`src/shared/drive_profile_pkg.sv`:
```
/*
  Shared constants and types for the single-axis drive speed profiler:
  register offsets, mode and stop configuration bit positions, command
  codes, reset values, profile states and the register port carrier.
  Assumes a 32-bit register port with byte-address offsets.
*/
package drive_profile_pkg;

  // register byte offsets
  localparam logic [7:0] OFS_COMMAND     = 8'h00;
  localparam logic [7:0] OFS_DRIVE_MODE  = 8'h04;
  localparam logic [7:0] OFS_STOP_CFG    = 8'h08;
  localparam logic [7:0] OFS_INIT_SPEED  = 8'h0C;
  localparam logic [7:0] OFS_DRIVE_SPEED = 8'h10;
  localparam logic [7:0] OFS_ACCEL       = 8'h14;
  localparam logic [7:0] OFS_DECEL       = 8'h18;
  localparam logic [7:0] OFS_PULSE_COUNT = 8'h1C;
  localparam logic [7:0] OFS_ACC_OFFSET  = 8'h20;
  localparam logic [7:0] OFS_STATUS      = 8'h24;
  localparam logic [7:0] OFS_SPEED_NOW   = 8'h28;
  localparam logic [7:0] OFS_REMAINING   = 8'h2C;
  localparam logic [7:0] OFS_DECEL_POINT = 8'h30;

  // drive_mode_register bit positions
  localparam int MODE_MANUAL_DECEL   = 0; // manual_decel_point_select
  localparam int MODE_SEPARATE_DECEL = 1; // separate_decel_select
  localparam int MODE_SCURVE         = 2;
  localparam int MODE_TRIANGLE_PREV  = 5;
  localparam int MODE_W              = 6;

  // stop_input_config_register: input n uses enable bit 2n, level bit 2n+1
  localparam int HALT_INPUTS  = 3;
  localparam int STOP_CFG_W   = 6;

  // command codes
  localparam logic [7:0] CMD_PRESET_DECEL_POINT = 8'h07;
  localparam logic [7:0] CMD_FIXED_PLUS         = 8'h20;
  localparam logic [7:0] CMD_FIXED_MINUS        = 8'h21;
  localparam logic [7:0] CMD_CONT_PLUS          = 8'h22;
  localparam logic [7:0] CMD_CONT_MINUS         = 8'h23;
  localparam logic [7:0] CMD_DECEL_STOP         = 8'h26;
  localparam logic [7:0] CMD_SUDDEN_STOP        = 8'h27;

  // widths and reset values
  localparam int SPEED_W = 16;
  localparam int COUNT_W = 24;
  localparam int NCO_W   = 24;
  localparam int WSUM_W  = COUNT_W + SPEED_W;
  localparam logic [7:0] ACC_OFFSET_RESET = 8'h08;

  typedef enum logic [1:0] {
    ST_IDLE,
    ST_ACCEL,
    ST_CONST,
    ST_DECEL
  } drive_state_t;

  typedef struct packed {
    logic [7:0]  addr;
    logic [31:0] wdata;
    logic        wr;
    logic        rd;
  } reg_req_t;

endpackage

```
`src/hw/pulse_nco.sv`:
```
/*
  Phase-accumulator pulse rate generator. Each clock adds the current
  speed word; a carry out marks one drive pulse, issued as a one-cycle
  registered strobe. Assumes the speed word comes from the same clock.
*/
`timescale 1ns/1ns
module pulse_nco
  import drive_profile_pkg::*;
(
  input  wire logic               sys_clk_i,  // system clock
  input  wire logic               resetn_i,   // synchronous reset, active low
  input  wire logic               run_i,      // accumulate while high
  input  wire logic [SPEED_W-1:0] speed_i,    // pulses per 2^NCO_W clocks
  output logic                    tick_o      // one-cycle pulse strobe
);

  logic [NCO_W-1:0] phase;
  logic [NCO_W:0]   next_phase;

  assign next_phase = {1'b0, phase} + {{(NCO_W + 1 - SPEED_W){1'b0}}, speed_i};

  // phase restarts at zero so the first pulse spacing is a full period
  always_ff @(posedge sys_clk_i) begin
    if (!resetn_i || !run_i) begin
      phase  <= '0;
      tick_o <= 1'b0;
    end else begin
      phase  <= next_phase[NCO_W-1:0];
      tick_o <= next_phase[NCO_W];
    end
  end

endmodule

```
`src/hw/pulse_drive_speed_profile.sv`:
```
/*
  Single-axis pulse drive speed profiler: register port, command decode,
  linear ramp generator, fixed and continuous drive state machine,
  automatic and manual deceleration point, triangle prevention and the
  three external halt inputs. Assumes halt inputs are asynchronous pins
  and the register port master runs on sys_clk_i.
*/
// Our own choices: the register addresses and the plain strobed port.
// How it works
// - continuous drive emits pulses until a stop command or enabled halt input.
// - drive speed may be rewritten while a ramped drive runs; rate ramps toward it.
// - decelerating stop ramps down first; sudden stop halts pulses at once.
// - three halt inputs, each with enable and level bits in config bits 5..0.
// - ramped continuous drive decelerates to stop on an active halt input.
// - constant-speed continuous drive halts immediately on an active halt input.
// - fixed and continuous commands both directions; profile follows the mode.
// - drive speed not above initial speed gives constant speed throughout.
// - linear acceleration climbs from initial speed at the programmed slope.
// - symmetric fixed drive decelerates when remaining pulses drop below accel pulses.
// - deceleration ends at initial speed; fixed drive ends after last pulse.
// - decel stop during acceleration or short move switches straight to decel.
// - triangle prevention holds speed once accel plus decel pulses pass half.
// - triangle prevention off at reset, on only while mode bit 5 is set.
// - non-symmetric decel start point is computed from count and both rates.
// - mode bit 1 selects the separate deceleration rate for ramping down.
// - mode bit 0 clear gives automatic deceleration point in fixed drive.
// - mode bit 0 set uses the decel point preset by command 07h.
// - acceleration counter offset resets to 8; positive decelerates earlier.
`timescale 1ns/1ns
module pulse_drive_speed_profile
  import drive_profile_pkg::*;
(
  input  wire logic                   sys_clk_i,     // 50 MHz system clock
  input  wire logic                   resetn_i,      // synchronous reset, active low
  input  wire reg_req_t               reg_req_i,     // register port request
  output logic [31:0]                 reg_rdata_o,   // read data, cycle after strobe
  input  wire logic [HALT_INPUTS-1:0] halt_pins_i,   // external_halt_inputs, async
  output logic                        plus_pulse_o,  // drive pulse, plus direction
  output logic                        minus_pulse_o, // drive pulse, minus direction
  output logic                        busy_o         // drive in progress
);

  drive_state_t        state;
  logic [MODE_W-1:0]     drive_mode;
  logic [STOP_CFG_W-1:0] stop_cfg;
  logic [SPEED_W-1:0]    init_speed;
  logic [SPEED_W-1:0]    drive_speed;
  logic [SPEED_W-1:0]    accel_rate;
  logic [SPEED_W-1:0]    decel_rate;
  logic [COUNT_W-1:0]    pulse_count;
  logic [7:0]            acc_offset;
  logic [COUNT_W-1:0]    decel_point;
  logic [SPEED_W-1:0]    speed;
  logic [COUNT_W-1:0]    remaining;
  logic [COUNT_W-1:0]    accel_pulses;
  logic [WSUM_W-1:0]     accel_weight;
  logic [SPEED_W-1:0]    ramp_frac;
  logic                  ramped;
  logic                  fixed_drive;
  logic                  minus_dir;
  logic                  tri_hold;
  logic                  pulse_tick;

  // command decode
  logic       cmd_wr;
  logic [7:0] cmd_code;
  logic       start_cmd;
  assign cmd_wr    = reg_req_i.wr && (reg_req_i.addr == OFS_COMMAND);
  assign cmd_code  = reg_req_i.wdata[7:0];
  assign start_cmd = cmd_wr && (state == ST_IDLE) &&
                     ((cmd_code == CMD_FIXED_PLUS) || (cmd_code == CMD_FIXED_MINUS) ||
                      (cmd_code == CMD_CONT_PLUS)  || (cmd_code == CMD_CONT_MINUS));

  // parameter and mode registers
  always_ff @(posedge sys_clk_i) begin
    if (!resetn_i) begin
      drive_mode  <= '0;
      stop_cfg    <= '0;
      init_speed  <= '0;
      drive_speed <= '0;
      accel_rate  <= '0;
      decel_rate  <= '0;
      pulse_count <= '0;
      acc_offset  <= ACC_OFFSET_RESET;
    end else if (reg_req_i.wr) begin
      unique case (reg_req_i.addr)
        OFS_DRIVE_MODE:  drive_mode  <= reg_req_i.wdata[MODE_W-1:0];
        OFS_STOP_CFG:    stop_cfg    <= reg_req_i.wdata[STOP_CFG_W-1:0];
        OFS_INIT_SPEED:  init_speed  <= reg_req_i.wdata[SPEED_W-1:0];
        OFS_DRIVE_SPEED: drive_speed <= reg_req_i.wdata[SPEED_W-1:0];
        OFS_ACCEL:       accel_rate  <= reg_req_i.wdata[SPEED_W-1:0];
        OFS_DECEL:       decel_rate  <= reg_req_i.wdata[SPEED_W-1:0];
        OFS_PULSE_COUNT: pulse_count <= reg_req_i.wdata[COUNT_W-1:0];
        OFS_ACC_OFFSET:  acc_offset  <= reg_req_i.wdata[7:0];
        default:         ;
      endcase
    end
  end

  // manual decel point preset by command
  always_ff @(posedge sys_clk_i) begin
    if (!resetn_i) begin
      decel_point <= '0;
    end else if (cmd_wr && (cmd_code == CMD_PRESET_DECEL_POINT)) begin
      decel_point <= reg_req_i.wdata[COUNT_W+7:8];
    end
  end

  // halt inputs: two-flop synchronisers, then enable and level per input
  logic [HALT_INPUTS-1:0] halt_meta;
  logic [HALT_INPUTS-1:0] halt_sync;
  logic [HALT_INPUTS-1:0] halt_active;
  always_ff @(posedge sys_clk_i) begin
    if (!resetn_i) begin
      halt_meta <= '0;
      halt_sync <= '0;
    end else begin
      halt_meta <= halt_pins_i;
      halt_sync <= halt_meta;
    end
  end

  genvar gi;
  generate
    for (gi = 0; gi < HALT_INPUTS; gi++) begin : g_halt
      // level bit set means active high
      assign halt_active[gi] = stop_cfg[2*gi] && (halt_sync[gi] == stop_cfg[2*gi+1]);
    end
  endgenerate

  logic halt_hit;
  assign halt_hit = (|halt_active) && !fixed_drive && (state != ST_IDLE) && (state != ST_DECEL);

  // ramp direction and rate
  logic                 ramp_up;
  logic                 ramp_down;
  logic [SPEED_W-1:0]   down_rate;
  logic [SPEED_W-1:0]   ramp_rate;
  logic [SPEED_W:0]     ramp_sum;
  assign down_rate = drive_mode[MODE_SEPARATE_DECEL] ? decel_rate : accel_rate;
  // constant slope up from initial speed
  assign ramp_up   = (state == ST_ACCEL) ||
                     ((state == ST_CONST) && ramped && !tri_hold && (speed < drive_speed));
  assign ramp_down = ((state == ST_DECEL) && (speed > init_speed)) ||
                     ((state == ST_CONST) && ramped && (speed > drive_speed));
  assign ramp_rate = ramp_up ? accel_rate : down_rate;
  assign ramp_sum  = {1'b0, ramp_frac} + {1'b0, ramp_rate};

  always_ff @(posedge sys_clk_i) begin
    if (!resetn_i || start_cmd || !(ramp_up || ramp_down)) begin
      ramp_frac <= '0;
    end else begin
      ramp_frac <= ramp_sum[SPEED_W-1:0];
    end
  end

  // current speed; a carry of the ramp accumulator moves it one step
  always_ff @(posedge sys_clk_i) begin
    if (!resetn_i) begin
      speed <= '0;
    end else if (start_cmd) begin
      // no ramp when drive speed is not above initial
      speed <= (drive_speed > init_speed) ? init_speed : drive_speed;
    end else if (ramp_sum[SPEED_W] && ramp_up && (speed < drive_speed)) begin
      speed <= speed + 1'b1;
    end else if (ramp_sum[SPEED_W] && ramp_down) begin
      speed <= speed - 1'b1;
    end
  end

  pulse_nco u_nco (
    .sys_clk_i (sys_clk_i),
    .resetn_i  (resetn_i),
    .run_i     (state != ST_IDLE),
    .speed_i   (speed),
    .tick_o    (pulse_tick)
  );

  // drive attributes latched at start
  always_ff @(posedge sys_clk_i) begin
    if (!resetn_i) begin
      ramped      <= 1'b0;
      fixed_drive <= 1'b0;
      minus_dir   <= 1'b0;
    end else if (start_cmd) begin
      ramped      <= drive_speed > init_speed;
      fixed_drive <= (cmd_code == CMD_FIXED_PLUS) || (cmd_code == CMD_FIXED_MINUS);
      minus_dir   <= (cmd_code == CMD_FIXED_MINUS) || (cmd_code == CMD_CONT_MINUS);
    end
  end

  // pulse bookkeeping: remaining count, accel pulses and weighted sum
  always_ff @(posedge sys_clk_i) begin
    if (!resetn_i) begin
      remaining    <= '0;
      accel_pulses <= '0;
      accel_weight <= '0;
    end else if (start_cmd) begin
      remaining    <= pulse_count;
      accel_pulses <= '0;
      accel_weight <= '0;
    end else if (pulse_tick) begin
      if (fixed_drive && (remaining != '0)) begin
        remaining <= remaining - 1'b1;
      end
      if (state == ST_ACCEL) begin
        accel_pulses <= accel_pulses + 1'b1;
        accel_weight <= accel_weight + {{COUNT_W{1'b0}}, accel_rate};
      end
    end
  end

  // deceleration point: decel pulses scale as accel pulses times accel/decel,
  // so remaining * decel is held against the sum of accel per accel pulse
  logic signed [COUNT_W+1:0] rem_adj;
  logic [WSUM_W-1:0]         rem_weight;
  logic                      auto_point;
  logic                      manual_point;
  logic                      decel_due;
  logic                      triangle_due;
  assign rem_adj = $signed({2'b00, remaining}) -
                   $signed({{(COUNT_W-6){acc_offset[7]}}, acc_offset});
  // computed start point from count and both rates
  assign rem_weight = rem_adj[COUNT_W-1:0] * down_rate;
  // symmetric case reduces to remaining below accel pulses
  assign auto_point   = (rem_adj <= 0) || (rem_weight <= accel_weight);
  assign manual_point = remaining <= decel_point;
  // automatic point when bit 0 clear
  assign decel_due = fixed_drive && ramped && (state != ST_DECEL) &&
                     (drive_mode[MODE_MANUAL_DECEL] ? manual_point : auto_point);
  // accel plus decel pulses beyond half of total
  assign triangle_due = drive_mode[MODE_TRIANGLE_PREV] && fixed_drive &&
                        ({accel_pulses, 2'b00} > {2'b00, pulse_count});

  logic fixed_done;
  assign fixed_done = fixed_drive && pulse_tick && (remaining <= 1);

  // profile state machine
  always_ff @(posedge sys_clk_i) begin
    if (!resetn_i) begin
      state    <= ST_IDLE;
      tri_hold <= 1'b0;
    end else if (start_cmd) begin
      state    <= (drive_speed > init_speed) ? ST_ACCEL : ST_CONST;
      tri_hold <= 1'b0;
    end else if (state != ST_IDLE) begin
      if (cmd_wr && (cmd_code == CMD_SUDDEN_STOP)) begin
        state <= ST_IDLE;
      end else if (fixed_done || (fixed_drive && (remaining == '0))) begin
        state <= ST_IDLE;
      end else if (halt_hit && !ramped) begin
        state <= ST_IDLE;
      end else if (halt_hit || (cmd_wr && (cmd_code == CMD_DECEL_STOP)) || decel_due) begin
        state <= ST_DECEL;
      end else begin
        unique case (state)
          ST_ACCEL: begin
            if (triangle_due) begin
              state    <= ST_CONST;
              tri_hold <= 1'b1;
            end else if (speed >= drive_speed) begin
              state <= ST_CONST;
            end
          end
          ST_DECEL: begin
            // continuous drive's ramped stop ends at initial speed on a pulse; fixed drive ends on its count
            if (!fixed_drive && pulse_tick && (speed <= init_speed)) begin
              state <= ST_IDLE;
            end
          end
          // continuous drive runs until stop command or halt input
          ST_CONST: ;
          ST_IDLE:  ;
        endcase
      end
    end
  end

  // drive pulse outputs follow the rate generator while running
  always_ff @(posedge sys_clk_i) begin
    if (!resetn_i) begin
      plus_pulse_o  <= 1'b0;
      minus_pulse_o <= 1'b0;
      busy_o        <= 1'b0;
    end else begin
      plus_pulse_o  <= pulse_tick && (state != ST_IDLE) && !minus_dir;
      minus_pulse_o <= pulse_tick && (state != ST_IDLE) && minus_dir;
      busy_o        <= (state != ST_IDLE) || start_cmd;
    end
  end

  // read mux; unmapped offsets read as zero
  logic [31:0] next_rdata;
  always_comb begin
    next_rdata = '0;
    unique case (reg_req_i.addr)
      OFS_DRIVE_MODE:  next_rdata[MODE_W-1:0]     = drive_mode;
      OFS_STOP_CFG:    next_rdata[STOP_CFG_W-1:0] = stop_cfg;
      OFS_INIT_SPEED:  next_rdata[SPEED_W-1:0]    = init_speed;
      OFS_DRIVE_SPEED: next_rdata[SPEED_W-1:0]    = drive_speed;
      OFS_ACCEL:       next_rdata[SPEED_W-1:0]    = accel_rate;
      OFS_DECEL:       next_rdata[SPEED_W-1:0]    = decel_rate;
      OFS_PULSE_COUNT: next_rdata[COUNT_W-1:0]    = pulse_count;
      OFS_ACC_OFFSET:  next_rdata[7:0]            = acc_offset;
      OFS_STATUS:      next_rdata[7:0]            = {halt_sync, tri_hold, minus_dir,
                                                     state != ST_IDLE, state};
      OFS_SPEED_NOW:   next_rdata[SPEED_W-1:0]    = speed;
      OFS_REMAINING:   next_rdata[COUNT_W-1:0]    = remaining;
      OFS_DECEL_POINT: next_rdata[COUNT_W-1:0]    = decel_point;
      default:         next_rdata = '0;
    endcase
  end

  always_ff @(posedge sys_clk_i) begin
    if (!resetn_i) begin
      reg_rdata_o <= '0;
    end else if (reg_req_i.rd) begin
      reg_rdata_o <= next_rdata;
    end else begin
      reg_rdata_o <= '0;
    end
  end

endmodule

```
`config.mk`:
```
export PLATFORM = sky130hd
export DESIGN_NAME = pulse_drive_speed_profile
export DESIGN_NICKNAME = d
export VERILOG_FILES = /design/src/shared/drive_profile_pkg.sv /design/src/hw/pulse_nco.sv /design/src/hw/pulse_drive_speed_profile.sv
export SDC_FILE = /design/constraint.sdc
export NUM_CORES = 2
export LEC_CHECK = 0
export BUFFER_PORTS_ARGS = -buffer_cell sky130_fd_sc_hd__buf_2
export CAP_MARGIN = 0
export CORE_ASPECT_RATIO = 1.75
export CORE_MARGIN = 5
export CORE_UTILIZATION = 45
export DETAILED_ROUTE_END_ITERATION = 8
export GPL_TIMING_DRIVEN = 0
export PLACE_DENSITY_LB_ADDON = 0.1
export SLEW_MARGIN = 5
export SYNTH_ARGS = -nofsm -noshare
export SYNTH_HDL_FRONTEND = slang
export SYNTH_SLANG_ARGS = --single-unit
```
`constraint.sdc`:
```
create_clock -name sys_clk_i -period 10.75 [get_ports sys_clk_i]
set_input_delay 0 -clock sys_clk_i [delete_from_list [all_inputs] [get_ports sys_clk_i]]
set_output_delay 0 -clock sys_clk_i [all_outputs]
set_load 0.03 [all_outputs]
```
Word-level counts from Yosys, hierarchy flattened:

Index checks and enable logic that the tools add are counted.

* add/sub/neg operators: 8
* multipliers: 1
* $lt $le $gt $ge: 11
* eq/ne operators: 28
* mux-type cells: 25
* bitwise gates (word level): 5
* reduce and logical (&&, ||, !) cells: 82

Operators with widths (number)
* 16-bit two-way mux: 6
* 8-bit by 6-bit equality test with 1-bit output (second input constant): 11
* 24-bit two-way mux: 3
* 6-bit one-hot mux with 12 select lines: 1
* 8-bit one-hot mux with 8 select lines: 1
* 16-bit greater-than comparator: 3
* 40-bit by 16-bit adder with 40-bit output: 1
* 40-bit <= comparator: 1
* 24-bit by 16-bit multiplier with 40-bit output: 1
* 1-bit logical AND: 35
* 8-bit by 5-bit equality test with 1-bit output (second input constant): 4
* 26-bit by 24-bit greater-than comparator with 1-bit output: 1
* 26-bit by 1-bit <= comparator with 1-bit output (second input constant): 1
* 25-bit by 8-bit subtractor with 26-bit output: 1
* 24-bit by 16-bit adder with 25-bit output: 1
* 24-bit by 1-bit adder with 24-bit output (second input constant): 1
* 24-bit by 1-bit <= comparator with 1-bit output (second input constant): 1
* 24-bit <= comparator: 1
* 24-bit logical NOT: 1
* 8-bit one-hot mux with 3 select lines: 1
* 24-bit nonzero test: 1
* 24-bit by 1-bit subtractor with 24-bit output (second input constant): 1
* 2-bit AND reduction: 11
* 2-bit two-way mux: 10
* 29 further kinds: 61

* bits in registers: 324
* input bits: 47
* word-level logic and storage cells: 188

Depth between registers and ports, before layout:

* depth after elaboration: 14
* depth in mapped cells: 44
* mapped depth without buffers: 44

Modules after synthesis:

Synthesis repeated with hierarchy kept, for this count alone.

* cells, all modules: 4140
* area, all modules: 33579.7 µm²

By module, submodules not included
* pulse_drive_speed_profile: times used 1, cells an instance 3947, area an instance 31953.1 µm², sequential area each 5825.6 µm²
* pulse_nco: times used 1, cells an instance 193, area an instance 1626.6 µm², sequential area each 500.5 µm²

Worst setup path after synthesis:

No wires, ideal clock.

* path type: reg-to-reg
* start point: reg acc_offset[7]
* end point: reg state[0]
* arrival time: 10.331 ns
* data required time: 10.688 ns
* slack: 0.357 ns
* stages on the path, launching flop included: 41
* path buffers: 3
* period minus slack after synthesis: 10.393 ns
* cell sequence: dfxtp_1 > inv_1 > ha_1 > buf_6 > a211oi_2 > o21bai_2 > a22o_4 > o41ai_4 > mux2i_1 > nand2_1 > clkbuf_1 > nand2_1 > fa_1 > fa_1 > fa_1 > inv_1 > fa_1 > fa_1 > (+5 left out) > nand2_1 > o311a_1 > a31o_2 > or3b_2 > a21oi_1 > o31a_1 > o211ai_1 > a31o_2 > a21o_1 > xnor2_1 > ha_1 > nand4_1 > nor4_1 > a2111oi_0 > a221oi_2 > a31oi_1 > or4_1 > nand3_1

* word-level cells in the longest chain between the ends: 13
* elaborated cells on any way between the ends: 18

RTL lines
* start, declared: RTL line pulse_drive_speed_profile.sv:51 `logic [7:0] acc_offset;`
* start signal, assigned: RTL line pulse_drive_speed_profile.sv:94 `OFS_ACC_OFFSET: acc_offset <= reg_req_i.wdata[7:0];`
* 25-bit by 8-bit subtractor with 26-bit output *: RTL line pulse_drive_speed_profile.sv:221 `assign rem_adj = $signed({2'b00, remaining}) -`
* 24-bit by 16-bit multiplier with 40-bit output: RTL line pulse_drive_speed_profile.sv:224 `assign rem_weight = rem_adj[COUNT_W-1:0] * down_rate;`
* 40-bit <= comparator: RTL line pulse_drive_speed_profile.sv:226 `assign auto_point = (rem_adj <= 0) || (rem_weight <= accel_weight);`
* 1-bit logical OR *: RTL line pulse_drive_speed_profile.sv:226
* 1-bit two-way mux *: RTL line pulse_drive_speed_profile.sv:230 `(drive_mode[MODE_MANUAL_DECEL] ? manual_point : auto_point);`
* 1-bit logical AND *: RTL line pulse_drive_speed_profile.sv:229 `assign decel_due = fixed_drive && ramped && (state != ST_DECEL) &&`
* 1-bit logical OR *: RTL line pulse_drive_speed_profile.sv:253 `end else if (halt_hit || (cmd_wr && (cmd_code == CMD_DECEL_STOP)) || decel_due) begin`
* 2-bit two-way mux: RTL line pulse_drive_speed_profile.sv:253
* 2-bit two-way mux: RTL line pulse_drive_speed_profile.sv:251 `end else if (halt_hit && !ramped) begin`
* 2-bit two-way mux: RTL line pulse_drive_speed_profile.sv:249 `end else if (fixed_done || (fixed_drive && (remaining == '0))) begin`
* 2-bit two-way mux: RTL line pulse_drive_speed_profile.sv:247 `if (cmd_wr && (cmd_code == CMD_SUDDEN_STOP)) begin`
* 2-bit two-way mux: RTL line pulse_drive_speed_profile.sv:246 `end else if (state != ST_IDLE) begin`
* 2-bit two-way mux: RTL line pulse_drive_speed_profile.sv:243 `end else if (start_cmd) begin`
* end signal, assigned: RTL line pulse_drive_speed_profile.sv:244 `state <= (drive_speed > init_speed) ? ST_ACCEL : ST_CONST;`
* end, declared: RTL line pulse_drive_speed_profile.sv:43 `drive_state_t state;`

Mark *: on every way between the ends. The rest lies on a longest branch, timed or not. The select of a mux whose other input is x is not followed.
A chain may end at the register's enable or synchronous reset.

Worst setup path in the final report:

* start point: reg acc_offset[0]
* end point: reg state[0]

The elaborated chain is that of the path after synthesis.

==> metrics <==
# IOs 82; Post-DP HPWL 109 mm; Fillers 7,120; DR vias 30,800; worst reg2reg setup slack 0.08 ns; clk slew on worst S/H paths 0.07 ns; row cnt 131; Setup crit end kind flip-flop; vias in the first global route 31,500; layout cell share with drive strength beyond 1 0.105; largest net degree at the start of global routing 16; Worst Hold Launch reg_req_i[36]; largest stage delay on the critical path 0.55 ns; WS Path Type reg -> reg; CP arrival 11.22 ns; CTS tree built; DRT Wirelength 135 mm; Worst setup SP type flip-flop; total global routing overflow 0; antenna violations before repair 2; post-synthesis sequential area ratio 0.192; Die W 214 um; DRT antenna net count 0; # diodes 0; RSZ-0062 raised after global routing true; IO Port Bufs 70; root buffer cell clkbuf_16; Slew @ Worst Pin 1.40 ns; Buf/Inv on CP 8; maximum VDD drop 0.143 mV; CP required 11.30 ns; die area 78,800 um^2; crit share post-route 0.992; DRC 0; placed standard-cell area 34,600 um^2; clk buf depth 3; ys async rst share 0; PD cells 66.5 nW/um^2; Num Clock Sinks 316; DR vias/cell 5.91; fin. max-slew vios 0; CTS Buf Count 30; CP most frequent cell fa_1; cell count after synthesis 4,029; total track usage 0.332; hold path depth 5; Reg2Reg Launch Point acc_offset[0]; Final setup viols 0; fmax 93.7 MHz; Syn-to-layout area delta 15.3%; Clock Skews 0.0270 ns; mean routed wirelength per cell 26.0 um; total power 2520 uW; DR iter-0 viols 2,129; crit path max fanout 6; Relative slew margins 0.0595; Clock Latency Late Sink 0.63 ns; Min-Delay Path Class in -> reg; ys flop type dfxtp_1; first-pass GRT wire length 197 mm; RePlAce Congestion 1.04; final hold vios 0; Worst path slowest cell or4_1; number of H-tree levels 1; router iterations before antenna repair 6; Initial Util 0.452; Post-synth EDFFs 0; crit path time final 10.67 ns; CP delay by family, top adder cells; mapped cell area 32,900 um^2; design area 38,000 um^2; reg-to-reg critical path endpoint state[0]; Worst Reg-to-Reg Cells 42; nets 4,953; die outline height 368 um; commonest non-fill, non-tap cells in the layout 572 x nand2_1, 515 x inv_1, 374 x nor2_1; leakage power 0.0166 uW; # Max-Cap Violations 0; Cell variety after synth 91; Yosys warning count 0; status finished, final reports clean; Core Region 72,800 um^2; hold path endpoint accel_rate[15]; Post-Syn Area per Cell 8.17 um^2; FF+latch count, synth 316; commonest non-fill, non-tap cell in the layout nand2_1
Yosys cell counts, types with 12 or more instances:
master | instances | share of area
a221oi_1 | 32 | 0.0085
a211oi_1 | 50 | 0.011
a22oi_1 | 25 | 0.0057
ha_1 | 336 | 0.13
nor3_1 | 73 | 0.011
and2_1 | 29 | 0.0055
mux2i_1 | 68 | 0.021
o21a_1 | 32 | 0.0073
nor4_1 | 21 | 0.0040
fa_1 | 311 | 0.19
a311oi_1 | 15 | 0.0040
a31oi_1 | 35 | 0.0067
clkbuf_1 | 142 | 0.016
a211o_1 | 12 | 0.0032
dfxtp_1 | 316 | 0.19
a21o_1 | 65 | 0.015
a22o_1 | 26 | 0.0069
nand2_1 | 582 | 0.066
nor2b_1 | 32 | 0.0061
nand3_1 | 68 | 0.010
and3_1 | 29 | 0.0055
o211ai_1 | 26 | 0.0059
nand2b_1 | 26 | 0.0049
nor2_1 | 377 | 0.043
or3_1 | 23 | 0.0044
xnor2_1 | 92 | 0.024
nand4_1 | 41 | 0.0078
a21oi_1 | 248 | 0.038
mux2_2 | 22 | 0.0075
o21ai_0 | 111 | 0.017
xor2_1 | 57 | 0.015
inv_1 | 522 | 0.060
per-layer routing:
layer	global-route usage	share of wire	vias to the layer above
li1	-	-	14000
met1	0.321	0.32	15000
met2	0.601	0.50	1219
met3	0.0389	0.053	596
met4	0.325	0.13	2
met5	0	0.000089	-
timing repair:
item                       4_1_cts  5_1_grt
gates resized for setup        139      127
buffers inserted                44       37
hold buffers                    38        0
pin swaps                       30       77
cloned                           1        0
setup endpoints to repair        3        4
hold endpoints to repair       129        0
how the worst max path moves through the flow:
stage | start | end | slack [ns] | cells after the start
after floorplan | acc_offset[7] | state[0] | 0.36 | 40
after global placement | remaining[0] | state[0] | -3.68 | 39
after detailed placement | acc_offset[7] | state[0] | -2.41 | 40
after CTS | acc_offset[7] | state[0] | -0.0009 | 45
after global routing | acc_offset[7] | state[0] | -0.23 | 45
final | acc_offset[0] | state[0] | 0.08 | 42
registers in the layout, summed over array words and instances (netlist names), 24 cells and up:
register      flops
accel_weight     40
accel_pulses     24
decel_point      24
pulse_count      24
reg_rdata_o      24
remaining        24
u_nco.phase      24
power breakdown:
group	switching, uW	internal [uW]
combinational	102	46.3
sequential	1.90	1170
clock	538	665
total	641	1880
worst register-to-register path: cells and delay by family (launching register included):
kind / cells / cell delay [ns]
adders and majority gates: 10 / 4.15
AOI/OAI and AO/OA: 14 / 2.71
and+or+nand+nor: 8 / 2.03
buffers and inverters: 8 / 0.96
DFF: 1 / 0.43
xor gates and xnor gates: 2 / 0.33
final cells by class:
cell class / count / area (um^2) / share of cell area
buffer: 147 / 674 / 0.0178
clock buffer: 38 / 821 / 0.0216
clock inverter: 18 / 251 / 0.00663
inverter: 524 / 1970 / 0.0520
multi-input combinational: 3039 / 25200 / 0.664
sequential: 316 / 6340 / 0.167
tap: 931 / 1160 / 0.0307
timing repair buffer: 200 / 1530 / 0.0403
timing repair inverter: 1 / 7.51 / 0.000198
metrics by stage:
step	cells	utilization	setup TNS (ns)	hold slack [ns]	setup WS, ns
2_1_floorplan	4036	-	0	0.127	0.357
3_3_place_gp	5037	0.473	-10.68	0.212	-3.68
3_5_place_dp	5049	0.476	-6.85	0.212	-2.41
4_1_cts	5180	0.511	-0.000942	0.0105	-0.000942
5_1_grt	5214	0.522	-0.480	0.102	-0.235
6_report	5214	0.522	0	0.0574	0.0830
cell families (layout without fill, tap and decap cells):
| group | count (synthesis) | count (layout) | share of synthesized area |
|---|---|---|---|
| simple gates | 1352 | 1352 | 0.182 |
| compound gates | 792 | 792 | 0.162 |
| buf+inv | 681 | 928 | 0.0790 |
| fa+ha+maj | 647 | 647 | 0.317 |
| flops | 316 | 316 | 0.192 |
| xor+xnor | 150 | 150 | 0.0402 |
| mux | 90 | 90 | 0.0282 |
| other cells | 1 | 8 | 0.000114 |
Note: power is estimated with default switching activity, not from simulation.
